==> config.mk <==
export PLATFORM = sky130hd
export DESIGN_NAME = mdm_mgmt_host
export DESIGN_NICKNAME = d
export VERILOG_FILES = /design/src/mdm_pkg.sv /design/src/mdm_mgmt_host.sv
export SDC_FILE = /design/constraint.sdc
export NUM_CORES = 1
export LEC_CHECK = 0
export ABC_AREA = 1
export BUFFER_PORTS_ARGS = -buffer_cell sky130_fd_sc_hd__buf_4
export CAP_MARGIN = 25
export CELL_PAD_IN_SITES_DETAIL_PLACEMENT = 1
export CELL_PAD_IN_SITES_GLOBAL_PLACEMENT = 2
export CORE_ASPECT_RATIO = 0.6
export CORE_MARGIN = 2
export CORE_UTILIZATION = 36
export CTS_CLUSTER_DIAMETER = 60
export CTS_CLUSTER_SIZE = 10
export DETAILED_ROUTE_END_ITERATION = 8
export GPL_ROUTABILITY_DRIVEN = 0
export GPL_TIMING_DRIVEN = 0
export PLACE_DENSITY_LB_ADDON = 0.3
export SKIP_CTS_REPAIR_TIMING = 1
export SYNTH_ARGS = -nofsm -noshare
export SYNTH_HDL_FRONTEND = slang
export SYNTH_SLANG_ARGS = --single-unit
==> constraint.sdc <==
create_clock -name clk_sys_in -period 7.9 [get_ports clk_sys_in]
set_input_delay 0.395 -clock clk_sys_in [delete_from_list [all_inputs] [get_ports clk_sys_in]]
set_output_delay 0.395 -clock clk_sys_in [all_outputs]
set_load 0.02 [all_outputs]
==> src/mdm_pkg.sv <==
// constants shared by the management host register block
package mdm_pkg;
  // register byte offsets
  localparam logic [11:0] MDM_CFG_OFS = 12'h500;
  localparam logic [11:0] MDM_CMD_OFS = 12'h504;
  localparam logic [11:0] MDM_WPAY_OFS = 12'h508;
  localparam logic [11:0] MDM_RRES_OFS = 12'h50c;
  localparam logic [11:0] MDM_IST_OFS = 12'h600;
  localparam logic [11:0] MDM_IPEND_OFS = 12'h620;
  localparam logic [11:0] MDM_IEN_OFS = 12'h640;
  localparam logic [11:0] MDM_ICLR_OFS = 12'h660;
  // field positions
  localparam int MDM_PHY_LSB = 24;
  localparam int MDM_REG_LSB = 16;
  localparam int MDM_KIND_LSB = 14;
  localparam int MDM_INIT_BIT = 11;
  localparam int MDM_RDY_BIT = 7;
  localparam int MDM_PORT_ON_BIT = 6;
  localparam int MDM_IRQ_BIT = 0;
  // access kind encodings
  localparam logic [1:0] MDM_KIND_WRITE = 2'h1;
  localparam logic [1:0] MDM_KIND_READ = 2'h2;
  // frame layout
  localparam logic [31:0] MDM_PREAMBLE = 32'hffffffff;
  localparam logic [1:0] MDM_START = 2'h1;
  localparam logic [1:0] MDM_TA_WRITE = 2'h2;
  localparam logic [6:0] MDM_FRAME_BITS = 7'h40;
  localparam logic [6:0] MDM_DRIVE_BITS_READ = 7'h2e;
  localparam logic [6:0] MDM_DATA_FIRST = 7'h31;
  // reset values
  localparam logic MDM_RDY_RST = 1'h1;
  localparam logic [5:0] MDM_DIV_RST = 6'h00;
  localparam logic [15:0] MDM_DATA_RST = 16'h0000;
  // engine states
  typedef enum logic [0:0] {MDM_IDLE = 1'b0, MDM_XFER = 1'b1} mdm_state_t;
endpackage

==> src/mdm_mgmt_host.sv <==
// management (mdio) master with apb register file and interrupt
// Summary of operation
// - command taken anytime, applied between frames only
// - five-bit target phy field, bits 28-24
// - five-bit phy register index, bits 20-16
// - access kind 01 writes, 10 reads
// - writing initiate bit 11 launches transaction
// - initiate bit clears itself after write
// - ready bit 7, reads one after reset
// - sixteen-bit write payload, upper half zero
// - read data from phy lands in result
// - status bit 0 set on management event
// - software writes one sets, zero clears status
// - port disabled while clock divide is zero
// - mdc equals host clock over 2(div+1)
// - pending reads status and enable together
// - clear bit clears status, self-returns zero
//
// Added by the designer: the APB interface to the registers.
`timescale 1ns/1ps
module mdm_mgmt_host #(
  parameter int ADDR_W = 12
) (
  input wire logic clk_sys_in,
  input wire logic rst_in,
  input wire logic psel_in,
  input wire logic penable_in,
  input wire logic pwrite_in,
  input wire logic [ADDR_W-1:0] paddr_in,
  input wire logic [31:0] pwdata_in,
  output logic [31:0] prdata_out,
  output logic pready_out,
  output logic pslverr_out,
  output logic mdc_out,
  output logic mdio_out,
  output logic mdio_oe_n_out,
  input wire logic mdio_in,
  output logic irq_out
);
  // bus state
  logic pready_ff; // answer strobe
  logic pslverr_ff; // unmapped access flag
  logic [31:0] prdata_ff; // registered read data
  logic [31:0] rdata; // read mux
  logic mapped; // address hits a register
  // software registers
  logic [5:0] div_ff; // clock divide field
  logic port_on_ff; // port enable bit
  logic [4:0] phy_ff; // target_phy_field
  logic [4:0] reg_ff; // phy_reg_index
  logic [1:0] kind_ff; // access_kind
  logic start_ff; // initiate, one cycle only
  logic ready_ff; // ready bit
  logic [15:0] wpay_ff; // mgmt_write_payload
  logic [15:0] rres_ff; // mgmt_read_result
  logic ist_ff; // mgmt_irq_status
  logic ien_ff; // mgmt_irq_enable
  logic iclr_ff; // mgmt_irq_clear, self clearing
  logic irq_ff; // interrupt line
  // engine
  mdm_pkg::mdm_state_t state_ff; // engine state
  logic [5:0] div_act_ff; // divider in use for this frame
  logic [5:0] cnt_ff; // half period counter
  logic mdc_ff; // management clock
  logic [63:0] shift_ff; // outgoing bits
  logic [6:0] bits_ff; // bits presented so far
  logic is_read_ff; // frame is a read
  logic mdio_out_ff; // driven level
  logic oe_n_ff; // low while driving
  logic [15:0] rd_shift_ff; // incoming data bits
  logic take_ff; // capture request, one clock behind the mdc rise
  logic sync1_ff; // first synchroniser stage
  logic sync2_ff; // second synchroniser stage
  // decoded strobes
  logic [11:0] addr; // word aligned byte address
  logic acc; // first access cycle
  logic wr_take; // write commit edge
  logic port_ok; // port usable
  logic launch; // start of frame
  logic half_end; // counter at half period
  logic mdc_rise; // mdc going high
  logic mdc_fall; // mdc going low
  logic done; // frame complete
  logic [63:0] frame; // assembled frame

  assign addr = {paddr_in[11:2], 2'h0};
  assign acc = psel_in && penable_in && !pready_ff;
  assign wr_take = psel_in && penable_in && pready_ff && pwrite_in && !pslverr_ff;
  assign port_ok = port_on_ff && (div_ff != mdm_pkg::MDM_DIV_RST);
  assign launch = start_ff && ready_ff && port_ok &&
    (kind_ff == mdm_pkg::MDM_KIND_WRITE || kind_ff == mdm_pkg::MDM_KIND_READ);
  assign half_end = (state_ff == mdm_pkg::MDM_XFER) && (cnt_ff == div_act_ff);
  assign mdc_rise = half_end && !mdc_ff;
  assign mdc_fall = half_end && mdc_ff;
  assign done = mdc_fall && (bits_ff == mdm_pkg::MDM_FRAME_BITS);
  // payload was loaded by software before the command
  assign frame = {mdm_pkg::MDM_PREAMBLE, mdm_pkg::MDM_START, kind_ff, phy_ff, reg_ff,
    mdm_pkg::MDM_TA_WRITE, wpay_ff};

  // read mux and address decode
  always_comb
  begin
    rdata = 32'h00000000;
    mapped = 1'b1;
    if (addr == mdm_pkg::MDM_CFG_OFS)
    begin
      rdata[5:0] = div_ff;
      rdata[mdm_pkg::MDM_PORT_ON_BIT] = port_on_ff;
    end
    else if (addr == mdm_pkg::MDM_CMD_OFS)
    begin
      rdata[mdm_pkg::MDM_PHY_LSB +: 5] = phy_ff;
      rdata[mdm_pkg::MDM_REG_LSB +: 5] = reg_ff;
      rdata[mdm_pkg::MDM_KIND_LSB +: 2] = kind_ff;
      rdata[mdm_pkg::MDM_INIT_BIT] = start_ff;
      rdata[mdm_pkg::MDM_RDY_BIT] = ready_ff;
    end
    else if (addr == mdm_pkg::MDM_WPAY_OFS)
      rdata[15:0] = wpay_ff;
    else if (addr == mdm_pkg::MDM_RRES_OFS)
      rdata[15:0] = rres_ff;
    else if (addr == mdm_pkg::MDM_IST_OFS)
      rdata[mdm_pkg::MDM_IRQ_BIT] = ist_ff;
    else if (addr == mdm_pkg::MDM_IPEND_OFS)
      rdata[mdm_pkg::MDM_IRQ_BIT] = ist_ff && ien_ff;
    else if (addr == mdm_pkg::MDM_IEN_OFS)
      rdata[mdm_pkg::MDM_IRQ_BIT] = ien_ff;
    else if (addr == mdm_pkg::MDM_ICLR_OFS)
      rdata[mdm_pkg::MDM_IRQ_BIT] = iclr_ff;
    else
      mapped = 1'b0;
  end

  // apb answer: one wait state, data captured in the first access cycle
  always_ff @(posedge clk_sys_in or posedge rst_in)
  begin
    if (rst_in)
    begin
      pready_ff <= 1'b0;
      pslverr_ff <= 1'b0;
      prdata_ff <= 32'h00000000;
    end
    else
    begin
      pready_ff <= acc;
      pslverr_ff <= acc && !mapped;
      if (acc)
        prdata_ff <= pwrite_in ? 32'h00000000 : rdata;
    end
  end

  // configuration: divider only reaches the engine at launch
  always_ff @(posedge clk_sys_in or posedge rst_in)
  begin
    if (rst_in)
    begin
      div_ff <= mdm_pkg::MDM_DIV_RST;
      port_on_ff <= 1'b0;
    end
    else if (wr_take && addr == mdm_pkg::MDM_CFG_OFS)
    begin
      div_ff <= pwdata_in[5:0];
      port_on_ff <= pwdata_in[mdm_pkg::MDM_PORT_ON_BIT];
    end
  end

  // command fields, accepted at any time
  always_ff @(posedge clk_sys_in or posedge rst_in)
  begin
    if (rst_in)
    begin
      phy_ff <= 5'h00;
      reg_ff <= 5'h00;
      kind_ff <= 2'h0;
    end
    else if (wr_take && addr == mdm_pkg::MDM_CMD_OFS)
    begin
      phy_ff <= pwdata_in[mdm_pkg::MDM_PHY_LSB +: 5];
      reg_ff <= pwdata_in[mdm_pkg::MDM_REG_LSB +: 5];
      kind_ff <= pwdata_in[mdm_pkg::MDM_KIND_LSB +: 2];
    end
  end

  // initiate: one-cycle request; lost if the engine is busy or disabled
  always_ff @(posedge clk_sys_in or posedge rst_in)
  begin
    if (rst_in)
      start_ff <= 1'b0;
    else
      start_ff <= wr_take && addr == mdm_pkg::MDM_CMD_OFS && pwdata_in[mdm_pkg::MDM_INIT_BIT];
  end

  // payload register
  always_ff @(posedge clk_sys_in or posedge rst_in)
  begin
    if (rst_in)
      wpay_ff <= mdm_pkg::MDM_DATA_RST;
    else if (wr_take && addr == mdm_pkg::MDM_WPAY_OFS)
      wpay_ff <= pwdata_in[15:0];
  end

  // read result: phy data wins over a software write
  always_ff @(posedge clk_sys_in or posedge rst_in)
  begin
    if (rst_in)
      rres_ff <= mdm_pkg::MDM_DATA_RST;
    else if (done && is_read_ff)
      rres_ff <= rd_shift_ff;
    else if (wr_take && addr == mdm_pkg::MDM_RRES_OFS)
      rres_ff <= pwdata_in[15:0];
  end

  // ready flag
  always_ff @(posedge clk_sys_in or posedge rst_in)
  begin
    if (rst_in)
      ready_ff <= mdm_pkg::MDM_RDY_RST;
    else if (launch)
      ready_ff <= 1'b0;
    else if (done)
      ready_ff <= 1'b1;
  end

  // interrupt status: hardware set wins over any clear
  always_ff @(posedge clk_sys_in or posedge rst_in)
  begin
    if (rst_in)
      ist_ff <= 1'b0;
    else if (done)
      ist_ff <= 1'b1;
    else if (wr_take && addr == mdm_pkg::MDM_IST_OFS)
      ist_ff <= pwdata_in[mdm_pkg::MDM_IRQ_BIT];
    else if (iclr_ff)
      ist_ff <= 1'b0;
  end

  // enable, clear pulse and interrupt line
  always_ff @(posedge clk_sys_in or posedge rst_in)
  begin
    if (rst_in)
    begin
      ien_ff <= 1'b0;
      iclr_ff <= 1'b0;
      irq_ff <= 1'b0;
    end
    else
    begin
      if (wr_take && addr == mdm_pkg::MDM_IEN_OFS)
        ien_ff <= pwdata_in[mdm_pkg::MDM_IRQ_BIT];
      iclr_ff <= wr_take && addr == mdm_pkg::MDM_ICLR_OFS && pwdata_in[mdm_pkg::MDM_IRQ_BIT];
      irq_ff <= ist_ff && ien_ff;
    end
  end

  // mdc divider: idles low, toggles every div+1 host clocks
  always_ff @(posedge clk_sys_in or posedge rst_in)
  begin
    if (rst_in)
    begin
      cnt_ff <= 6'h00;
      mdc_ff <= 1'b0;
    end
    else if (state_ff == mdm_pkg::MDM_IDLE)
    begin
      cnt_ff <= 6'h00;
      mdc_ff <= 1'b0;
    end
    else if (half_end)
    begin
      cnt_ff <= 6'h00;
      mdc_ff <= !mdc_ff;
    end
    else
      cnt_ff <= cnt_ff + 6'h01;
  end

  // mdio pin synchroniser
  always_ff @(posedge clk_sys_in or posedge rst_in)
  begin
    if (rst_in)
    begin
      sync1_ff <= 1'b1;
      sync2_ff <= 1'b1;
    end
    else
    begin
      sync1_ff <= mdio_in;
      sync2_ff <= sync1_ff;
    end
  end

  // frame engine: bits change after mdc falls, sampled as mdc rises
  always_ff @(posedge clk_sys_in or posedge rst_in)
  begin
    if (rst_in)
    begin
      state_ff <= mdm_pkg::MDM_IDLE;
      div_act_ff <= mdm_pkg::MDM_DIV_RST;
      shift_ff <= 64'h0000000000000000;
      bits_ff <= 7'h00;
      is_read_ff <= 1'b0;
      mdio_out_ff <= 1'b1;
      oe_n_ff <= 1'b1;
    end
    else
    begin
      case (state_ff)
        mdm_pkg::MDM_IDLE:
        begin
          if (launch)
          begin
            state_ff <= mdm_pkg::MDM_XFER;
            div_act_ff <= div_ff;
            shift_ff <= {frame[62:0], 1'b0};
            mdio_out_ff <= frame[63];
            oe_n_ff <= 1'b0;
            bits_ff <= 7'h01;
            is_read_ff <= kind_ff == mdm_pkg::MDM_KIND_READ;
          end
        end
        default:
        begin
          if (done)
          begin
            // line released between frames
            state_ff <= mdm_pkg::MDM_IDLE;
            oe_n_ff <= 1'b1;
            mdio_out_ff <= 1'b1;
          end
          else if (mdc_fall)
          begin
            mdio_out_ff <= shift_ff[63];
            shift_ff <= {shift_ff[62:0], 1'b0};
            bits_ff <= bits_ff + 7'h01;
            oe_n_ff <= is_read_ff && bits_ff >= mdm_pkg::MDM_DRIVE_BITS_READ;
          end
        end
      endcase
    end
  end

  // capture of read data, msb first; taken one clock after the mdc rise because
  // the synchroniser lags the pin, otherwise a divide of one samples the old bit
  always_ff @(posedge clk_sys_in or posedge rst_in)
  begin
    if (rst_in)
    begin
      take_ff <= 1'b0;
      rd_shift_ff <= mdm_pkg::MDM_DATA_RST;
    end
    else
    begin
      take_ff <= mdc_rise && is_read_ff && bits_ff >= mdm_pkg::MDM_DATA_FIRST;
      if (take_ff)
        rd_shift_ff <= {rd_shift_ff[14:0], sync2_ff};
    end
  end

  assign prdata_out = prdata_ff;
  assign pready_out = pready_ff;
  assign pslverr_out = pslverr_ff;
  assign mdc_out = mdc_ff;
  assign mdio_out = mdio_out_ff;
  assign mdio_oe_n_out = oe_n_ff;
  assign irq_out = irq_ff;

  // checks
  busy_not_ready_a: assert property (@(posedge clk_sys_in) disable iff (rst_in)
    state_ff == mdm_pkg::MDM_XFER |-> !ready_ff) else $error("ready high during frame");
  done_flags_a: assert property (@(posedge clk_sys_in) disable iff (rst_in)
    done |=> ready_ff && ist_ff) else $error("completion did not set ready and status");
  div_zero_block_a: assert property (@(posedge clk_sys_in) disable iff (rst_in)
    $rose(state_ff == mdm_pkg::MDM_XFER) |-> $past(div_ff) != 6'h00 && $past(port_on_ff))
    else $error("frame started with port disabled");
  mdc_period_a: assert property (@(posedge clk_sys_in) disable iff (rst_in)
    $changed(mdc_ff) && state_ff == mdm_pkg::MDM_XFER |-> $past(cnt_ff) == div_act_ff)
    else $error("mdc toggled off the divider count");
  init_clear_a: assert property (@(posedge clk_sys_in) disable iff (rst_in)
    start_ff |=> !start_ff) else $error("initiate bit stayed set");
  init_launch_a: assert property (@(posedge clk_sys_in) disable iff (rst_in)
    start_ff && ready_ff && port_ok && kind_ff == mdm_pkg::MDM_KIND_WRITE |=> !ready_ff && !oe_n_ff)
    else $error("initiate did not start a write frame");
  wpay_upper_a: assert property (@(posedge clk_sys_in) disable iff (rst_in)
    pready_ff && !pwrite_in && addr == mdm_pkg::MDM_WPAY_OFS |-> prdata_ff[31:16] == 16'h0000)
    else $error("payload upper bits not zero");
  rres_load_a: assert property (@(posedge clk_sys_in) disable iff (rst_in)
    done && is_read_ff |=> rres_ff == $past(rd_shift_ff)) else $error("read data not stored");
  write_drive_a: assert property (@(posedge clk_sys_in) disable iff (rst_in)
    state_ff == mdm_pkg::MDM_XFER && !is_read_ff |-> !oe_n_ff) else $error("write frame released line");
  sw_set_a: assert property (@(posedge clk_sys_in) disable iff (rst_in)
    wr_take && addr == mdm_pkg::MDM_IST_OFS && pwdata_in[0] |=> ist_ff) else $error("status not set by write");
  irq_clear_a: assert property (@(posedge clk_sys_in) disable iff (rst_in)
    iclr_ff && !done && !wr_take |=> !ist_ff && !iclr_ff) else $error("clear bit misbehaved");
  irq_line_a: assert property (@(posedge clk_sys_in) disable iff (rst_in)
    ist_ff && ien_ff |=> irq_ff) else $error("interrupt line missing");
  write_frame_c: cover property (@(posedge clk_sys_in) disable iff (rst_in)
    launch && kind_ff == mdm_pkg::MDM_KIND_WRITE);
  read_frame_c: cover property (@(posedge clk_sys_in) disable iff (rst_in) done && is_read_ff);
  irq_raise_c: cover property (@(posedge clk_sys_in) disable iff (rst_in) $rose(irq_ff));
endmodule

# Yosys cells after proc, flatten, opt, wreduce, memory -nomap -nowiden
# Index checks and enable logic that the tools add are counted.
totals:
  regBits: 198
  inputBits: 50
  word_cells: 148
  output_inout_bits: 38
classes:
  muxes: 57
  magnitude_cmp: 2
  bitwise: 1
  n_eq_ne: 16
  n_reduce_logical: 41
  n_addsub: 2
ops:
  columns: ["op", "n"]
  rows:
  - ["2-to-1 mux 64 bit", 4]
  - ["equality test 10 x 9 -> 1 bit, second input constant", 8]
  - ["2-to-1 mux 16 bit", 3]
  - ["2-to-1 mux 7 bit", 6]
  - ["2-to-1 mux 1 bit", 33]
  - ["2-to-1 mux 29 bit", 1]
  - ["logical AND 1 bit", 28]
  - ["2-to-1 mux 15 bit", 1]
  - ["2-to-1 mux 5 bit", 3]
  - [">= comparator 7 x 6 -> 1 bit, second input constant", 2]
  - ["2-to-1 mux 14 bit", 1]
  - ["2-to-1 mux 6 bit", 2]
  - ["adder 7 x 1 -> 7 bit, second input constant", 1]
  - ["equality test 7 bit, second input constant", 1]
  - ["adder 6 x 1 -> 6 bit, second input constant", 1]
  - ["equality test 6 bit", 1]
  - ["nonzero test 2 bit", 3]
  - ["nonzero test 6 bit", 1]
  - ["logical NOT 1 bit", 4]
  - ["2-to-1 mux 2 bit", 2]
  - ["!= test 2 x 1 -> 1 bit, second input constant", 2]
  - ["AND reduction 2 bit", 2]
  - ["2-to-1 mux 3 bit", 1]
  - ["!= test 3 x 1 -> 1 bit, second input constant", 1]
  - ["other kinds (7)", 7]

# Logic depth before layout (Yosys ltp)
# Gate-level depths: netlist of run 1.
depth:
  ltp_word: 11
  mapped_depth: 13
  depth_no_buf: 12

# Worst setup path after synthesis of run 1
# OpenSTA, ideal clock, no wires.
synth_timing:
  path_type: "input port to flip-flop"
  startpoint: "in paddr_in[6]"
  endpoint: "reg phy_ff[1]"
  path_slack_ps: 6152
  stages: 8
  t_arrival_ps: 1623
  path_buffers: 1
  setup_time_ps: 125
  required_ps: 7775
  path_cell_list: "nor2_1 > nand3_1 > nor2_4 > inv_1 > nor3_1 > nand2_1 > buf_4 > mux2_2"
synth_via:
  elab_chain_len: 2
synth_rtl:
  columns: ["item", "line_no", "text"]
  rows:
  - ["from (decl)", "mdm_mgmt_host.sv:29", "input wire logic [ADDR_W-1:0] paddr_in,"]
  - ["equality test 10 x 9 -> 1 bit", "mdm_mgmt_host.sv:176", "else if (wr_take && addr == mdm_pkg::MDM_CMD_OFS)"]
  - ["logical AND 1 bit", "mdm_mgmt_host.sv:176", null]
  - ["to (signal assigned)", "mdm_mgmt_host.sv:178", "phy_ff <= pwdata_in[mdm_pkg::MDM_PHY_LSB +: 5];"]
  - ["to (decl)", "mdm_mgmt_host.sv:49", "logic [4:0] phy_ff;"]
# Every way passes these cells.
# A chain may end at the register's enable or synchronous reset.

# Final worst setup path of run 1
layout_timing:
  startpoint: "reg state_ff"
  endpoint: "reg shift_ff[25]"
layout_via:
  elab_chain_len: 5
  word_cells_on_any_way: 8
  classes_between: "2 x eq/ne; 1 x mux; 5 x reduce/logical"
layout_rtl:
  columns: ["item", "line_no", "text"]
  rows:
  - ["from (decl)", "mdm_mgmt_host.sv:61", "mdm_pkg::mdm_state_t state_ff;"]
  - ["from (signal assigned)", "mdm_mgmt_host.sv:297", "state_ff <= mdm_pkg::MDM_IDLE;"]
  - ["from (signal assigned)", "mdm_mgmt_host.sv:312", "state_ff <= mdm_pkg::MDM_XFER;"]
  - ["from (signal assigned)", "mdm_mgmt_host.sv:326", "state_ff <= mdm_pkg::MDM_IDLE;"]
  - ["logical AND 1 bit", "mdm_mgmt_host.sv:92", "assign half_end = (state_ff == mdm_pkg::MDM_XFER) && (cnt_ff == div_act_ff);"]
  - ["logical AND 1 bit", "mdm_mgmt_host.sv:94", "assign mdc_fall = half_end && mdc_ff;"]
  - ["logical AND 1 bit", "mdm_mgmt_host.sv:95", "assign done = mdc_fall && (bits_ff == mdm_pkg::MDM_FRAME_BITS);"]
  - ["!= test 2 bit (no source line)", null, null]
  - ["AND reduction 3 bit (no source line)", null, null]
  - ["to (signal assigned)", "mdm_mgmt_host.sv:314", "shift_ff <= {frame[62:0], 1'b0};"]
  - ["to (signal assigned)", "mdm_mgmt_host.sv:333", "shift_ff <= {shift_ff[62:0], 1'b0};"]
  - ["to (decl)", "mdm_mgmt_host.sv:65", "logic [63:0] shift_ff;"]
# Parallel ways exist; a longest one is shown, timed or not.

==> results of run 1 <==
==> metrics by stage <==
step,area (um^2),hold slack [ns],cells,utilization [%]
2_1_floorplan,8620,0.345,1001,-
3_3_place_gp,9560,0.349,1389,41.1
3_5_place_dp,9600,0.351,1390,41.2
4_1_cts,10200,0.0366,1422,43.8
5_1_grt,10200,0.0379,1422,43.8
6_report,10200,0.00599,1422,43.8
==> power groups by stage <==
stage	clock network (mW)	logic, mW	registers [mW]
global route	0.986	0.0716	0.980
finish	0.924	0.0638	0.980
detailed placement	0	0.0655	0.999
CTS	0.944	0.0656	0.980
global placement	0	0.0626	0.999
floorplan	0	0.0291	1.00
==> metal layers <==
layer | vias up | track usage (%) | wire (um)
met4 | 0 | 4.79 | 229
li1 | 3422 | - | -
met3 | 18 | 4.79 | 1090
met1 | 3513 | 34.8 | 14500
met2 | 123 | 29.6 | 9940
met5 | - | 0 | 0
==> layout by cell type (no fill, tap or decap), types with 11 or more instances in the layout <==
| master | n |
|---|---|
| nand2_1 | 213 |
| clkbuf_16 | 17 |
| o21ai_0 | 100 |
| o21ai_1 | 37 |
| inv_1 | 93 |
| dfrtp_1 | 186 |
| clkbuf_1 | 28 |
| mux2_2 | 16 |
| buf_4 | 80 |
| buf_2 | 11 |
| nand3_1 | 87 |
| nor2_1 | 100 |
| a21oi_1 | 43 |
==> flip-flops by register name, indices dropped and copies added, names as in the netlist, 2 cells and up <==
name and flops:
cnt_ff 6, div_ff 6, rd_shift_ff 16, kind_ff 2, prdata_out 26, shift_ff 63
reg_ff 5, wpay_ff 16, div_act_ff 6, rres_ff 16, phy_ff 5, bits_ff 7
==> critical path: cells and delay by family (launching register included) <==
kind | cells | cell delay (ns)
AOI/OAI and AO/OA | 1 | 0.08
buffers and inverters | 4 | 0.88
DFF | 1 | 0.32
and+or+nand+nor | 4 | 0.87
==> final cells by class <==
type	instances	area share, %
Sequential cell	191	46.9
Timing Repair Buffer	74	5.64
Clock inverter	12	1.52
Tap cell	315	3.86
Clock buffer	20	4.47
Inverter	97	3.64
Buffer	51	2.78
Multi-Input combinational cell	662	31.2
==> kinds of logic after synthesis <==
| group | count (synthesis) | synth area share [%] |
|---|---|---|
| adders and majority gates | 6 | 0.873 |
| buffers and inverters | 148 | 7.53 |
| muxes | 16 | 2.09 |
| other | 1 | 0.0436 |
| xor gates and xnor gates | 7 | 0.713 |
| and+or+nand+nor | 434 | 21.4 |
| DFF | 191 | 55.6 |
| AOI/OAI and AO/OA | 193 | 11.7 |
==> worst paths after layout <==
check / start / endpoint / slack (ns)
max: state_ff / shift_ff[25] / 5.64
min: rst_in / rd_shift_ff[2] / 0.006
max reg2reg: state_ff / shift_ff[25] / 5.64
min reg2reg: sync1_ff / sync2_ff / 0.36
max in group asynchronous: rst_in / prdata_out[27] / 6.89
min in group clk_sys_in: mdio_in / sync1_ff / 0.05
==> metrics.txt, run 1 <==
Leak 4.90 nW; DRC 0; Netlist cell types 39; slowest library cell on the worst path nor3_4; die width 204 um; std cell rows 43; Ys Warns 0; WL final around 26,000 um; core area roughly 23,000 um^2; Overall Global Routing Usage 21.8%; die area roughly 25,000 um^2; Final period util around 29%; register area 4790 um^2; Psw 449 uW; root buf cell clkbuf_16; startpoint types flop; Arr. time, crit path 2.62 ns; Reg power frac approximately half; Setup WS pre-CTS ~5.4 ns; antenna cells 0; synth cell count leaders nand2_1, dfrtp_1, nor2_1, o21ai_0, inv_1; Fmax achieved 442 MHz; deepest clock path buffer count 2; CTS tree done; WL per Instance 18.1 um; switch share roughly 23%; min Tclk post-route between 2 and 2.5 ns; clk_skew 0.0150 ns; critical path endpoint category flop; most frequent cell after synthesis nand2_1; worst-margin pin slew roughly 1 ns; fraction of registers with async set/reset 100%; Area Overhead vs Synth 18.7%; synth top area cells dfrtp_1, nand2_1, o21ai_0, nand3_1, nor2_1; status finished, final reports clean; slowest cell delay on critical path 0.39 ns; Final Max Tran Viols 0; port bufs 73; clock network power share 47.0%; largest area contributor in the netlist dfrtp_1; post-synth top area share 54.1%; crit path kind reg -> reg; global-route wire length before repair 41,700 um; Fillers between 2,000 and 3,000; Vias/cell 4.98; final worst slack 5.64 ns; Mapped Area 8600 um^2; RSZ-0062 raised after global routing no; TritonRoute pass-1 iters 5; vias in the first global route 7,250; Setup TNS 0 ns; power density cells 193 nW/um^2; Final #Nets 1,150; Initial Util between 30% and 40%; Max VDD drop 0.149 mV; GR Overflow Total 0; TritonCTS Sinks about 190; DR vias roughly 7,100; Worst Reg2Reg Path Length in Cells 9; EDFF count, synth 0; total power after layout 1.97 mW; Mean Syn Cell Area 8.64 um^2; most used flip-flop cell after synthesis dfrtp_1; Yosys reg bits 191; Reg clk slew, reported paths 0.07 ns; Slew HR ~33%; Hold Path Class in -> async; maximum fanout along the worst path 10; Worst EP required a little over 8 ns; cells after synthesis approximately 1,000; number of CTS-inserted buffers 17; combinational group share of total power about 3.2%; P_int about 1.5 mW; number of max-cap violations 0; largest net degree at the start of global routing 115; CP Cell Sequence clkbuf_1 -> inv_2 -> nor3_4 -> nand2_2 -> nand2_4 -> buf_8 -> buf_6 -> nand2_1 -> o21ai_0; Die Y approximately 120 um; fraction of layout cells with a size suffix above 1 15.5%; H-Tree Depth 4; sequential fraction of the synthesis area 55.6%; Top Ports 88; DRT iter0 DRCs 468; DP HPWL 18,800 um; initial antenna violation count 1; area of the multi-input gates 3190 um^2; worst skew pair latency 0.45 ns; Setup Viol. Count Final 0; post-route ant nets 0; Hold Fails Final Rpt 0
Note: power is estimated with default switching activity, not from simulation.
==> run 2: changes to the inputs <==
CORE_UTILIZATION = 32   (was 36)
clock period = 1.82 ns   (was 7.9 ns; I/O delays follow)
==> run 2 against run 1 <==
  * The run now ends with setup timing left
  * Largest power group unchanged
  * Global-route usage is 2.2 points lower
  * Register-to-register slack worse by 5.8 ns
  * Die area is 12% higher
  * Critical endpoint is now bits_ff[5]
==> metrics.txt, run 2 (same netlist as run 1, synthesis figures left out) <==
Leak about 5.4 nW; TritonRoute pass-1 iters 5; Hold Path Class in -> reg; Final Max Tran Viols 0; largest reg by FF count shift_ff; std cell rows 46; DP HPWL slightly below 20,000 um; final worst slack -0.163 ns; die area 28,300 um^2; DRC 0; CP Launch Point cnt_ff[2]; vias in the first global route 7,209; Fmax achieved between 500 and 600 MHz; H-Tree Depth 4; DRT iter0 DRCs approximately 390; critical path endpoint category flop; Initial Util 32.6%; crit path kind reg -> reg; Arr. time, crit path 2.35 ns; Die Y 131 um; Area Overhead vs Synth 33.6%; largest net degree at the start of global routing 40; power density cells approximately 720 nW/um^2; Slew HR 50.8%; placed cells between 1,000 and 1,500; status complete, but fails checks; DR vias 7,462; port bufs 73; worst hold slack 0.00340 ns; antenna cells 0; startpoint types flop; WL final roughly 28,000 um; hold path start paddr_in[3]; most frequent cells in the layout nand2_1, dfrtp_1, buf_4; max FFs per register between 60 and 70; Worst EP required 2.19 ns; Final Non-Filler Cells between 1,500 and 2,000; Final period util 109%; die width 216 um; core area 26,400 um^2; Top Ports 88; worst skew pair latency roughly 0.45 ns; deepest clock path buffer count 2; post-route ant nets 0; initial antenna violation count 0; Critical R2R Launch cnt_ff[2]; Setup Viol. Count Final 84; failing checks setup timing; setup slack, reg-to-reg -0.16 ns; min Tclk post-route 1.98 ns; placed cell area between 9000 and 10,000 um^2; clk_skew 0.00939 ns; WL per Instance approximately 18 um; Max VDD drop 0.595 mV; global-route wire length before repair 41,800 um; number of max-cap violations 0; Overall Global Routing Usage 19.6%; TritonCTS Sinks 191; fraction of layout cells with a size suffix above 1 26.0%; worst-margin pin slew between 0.7 and 0.8 ns; CTS tree done; maximum fanout along the worst path 10; Final #Nets between 1,000 and 1,500; Hold Fails Final Rpt 0; RSZ-0062 raised after global routing yes; root buf cell clkbuf_16; number of CTS-inserted buffers 17; most common cell after layout, fill and taps aside nand2_1; Reg clk slew, reported paths 0.07 ns; cell area after layout approximately 11,000 um^2; Vias/cell 4.83; GR Overflow Total 0
[run 2: metal layers]
metal / GRT usage [%] / vias up / wire, um
met2: 26.7 / 133 / 11200
met3: 5.49 / 20 / 1500
met4: 4.58 / 0 / 274
li1: - / 3591 / -
met5: 0 / - / 0
met1: 30.3 / 3718 / 15000
[run 2: path summary, 6_finish.rpt]
kind / endpoint / depth (start not counted)
worst max-delay path: bits_ff[5] / 11
worst min-delay path: iclr_ff / 4
worst max register to register: bits_ff[5] / 11
worst min register to register: sync2_ff / 0
max in group asynchronous: ready_ff / 7
min in group asynchronous: sync2_ff / 3
[run 2: final cells by class]
class,instances,area (um^2)
Buffer,50,372
Clock buffer,22,464
Clock inverter,9,86.3
Fill cell,3065,14900
Inverter,97,385
Multi-Input combinational cell,663,3580
Sequential cell,191,4790
Tap cell,360,450
Timing Repair Buffer,152,1370
[run 2: power breakdown]
part	switching, mW	internal [mW]
registers	0.00407	4.25
clock network	1.69	1.95
logic	0.208	0.155
total	1.90	6.36
[run 2: worst max-delay path, stage by stage, from the launching register on]
cell	delay, ns
dfrtp_2	0.43
nand2_1	0.06
nand2_1	0.06
a21oi_2	0.17
nand3_4	0.13
nor3_4	0.33
nand2_4	0.16
nand2_8	0.13
buf_12	0.13
buf_12	0.13
nand2_1	0.08
o21ai_2	0.07
[run 2: through the flow]
step	worst slack [ns]	utilization (%)	TNS, ns	total power [mW]
CTS	-0.476	38.9	-41.90	8.30
global placement	-2.15	36.4	-435.75	4.61
finish	-0.163	43.5	-8.79	8.26
floorplan	-0.729	-	-136.21	4.47
detailed placement	-0.446	36.8	-40.23	4.64
global route	-0.304	43.5	-21.16	8.58
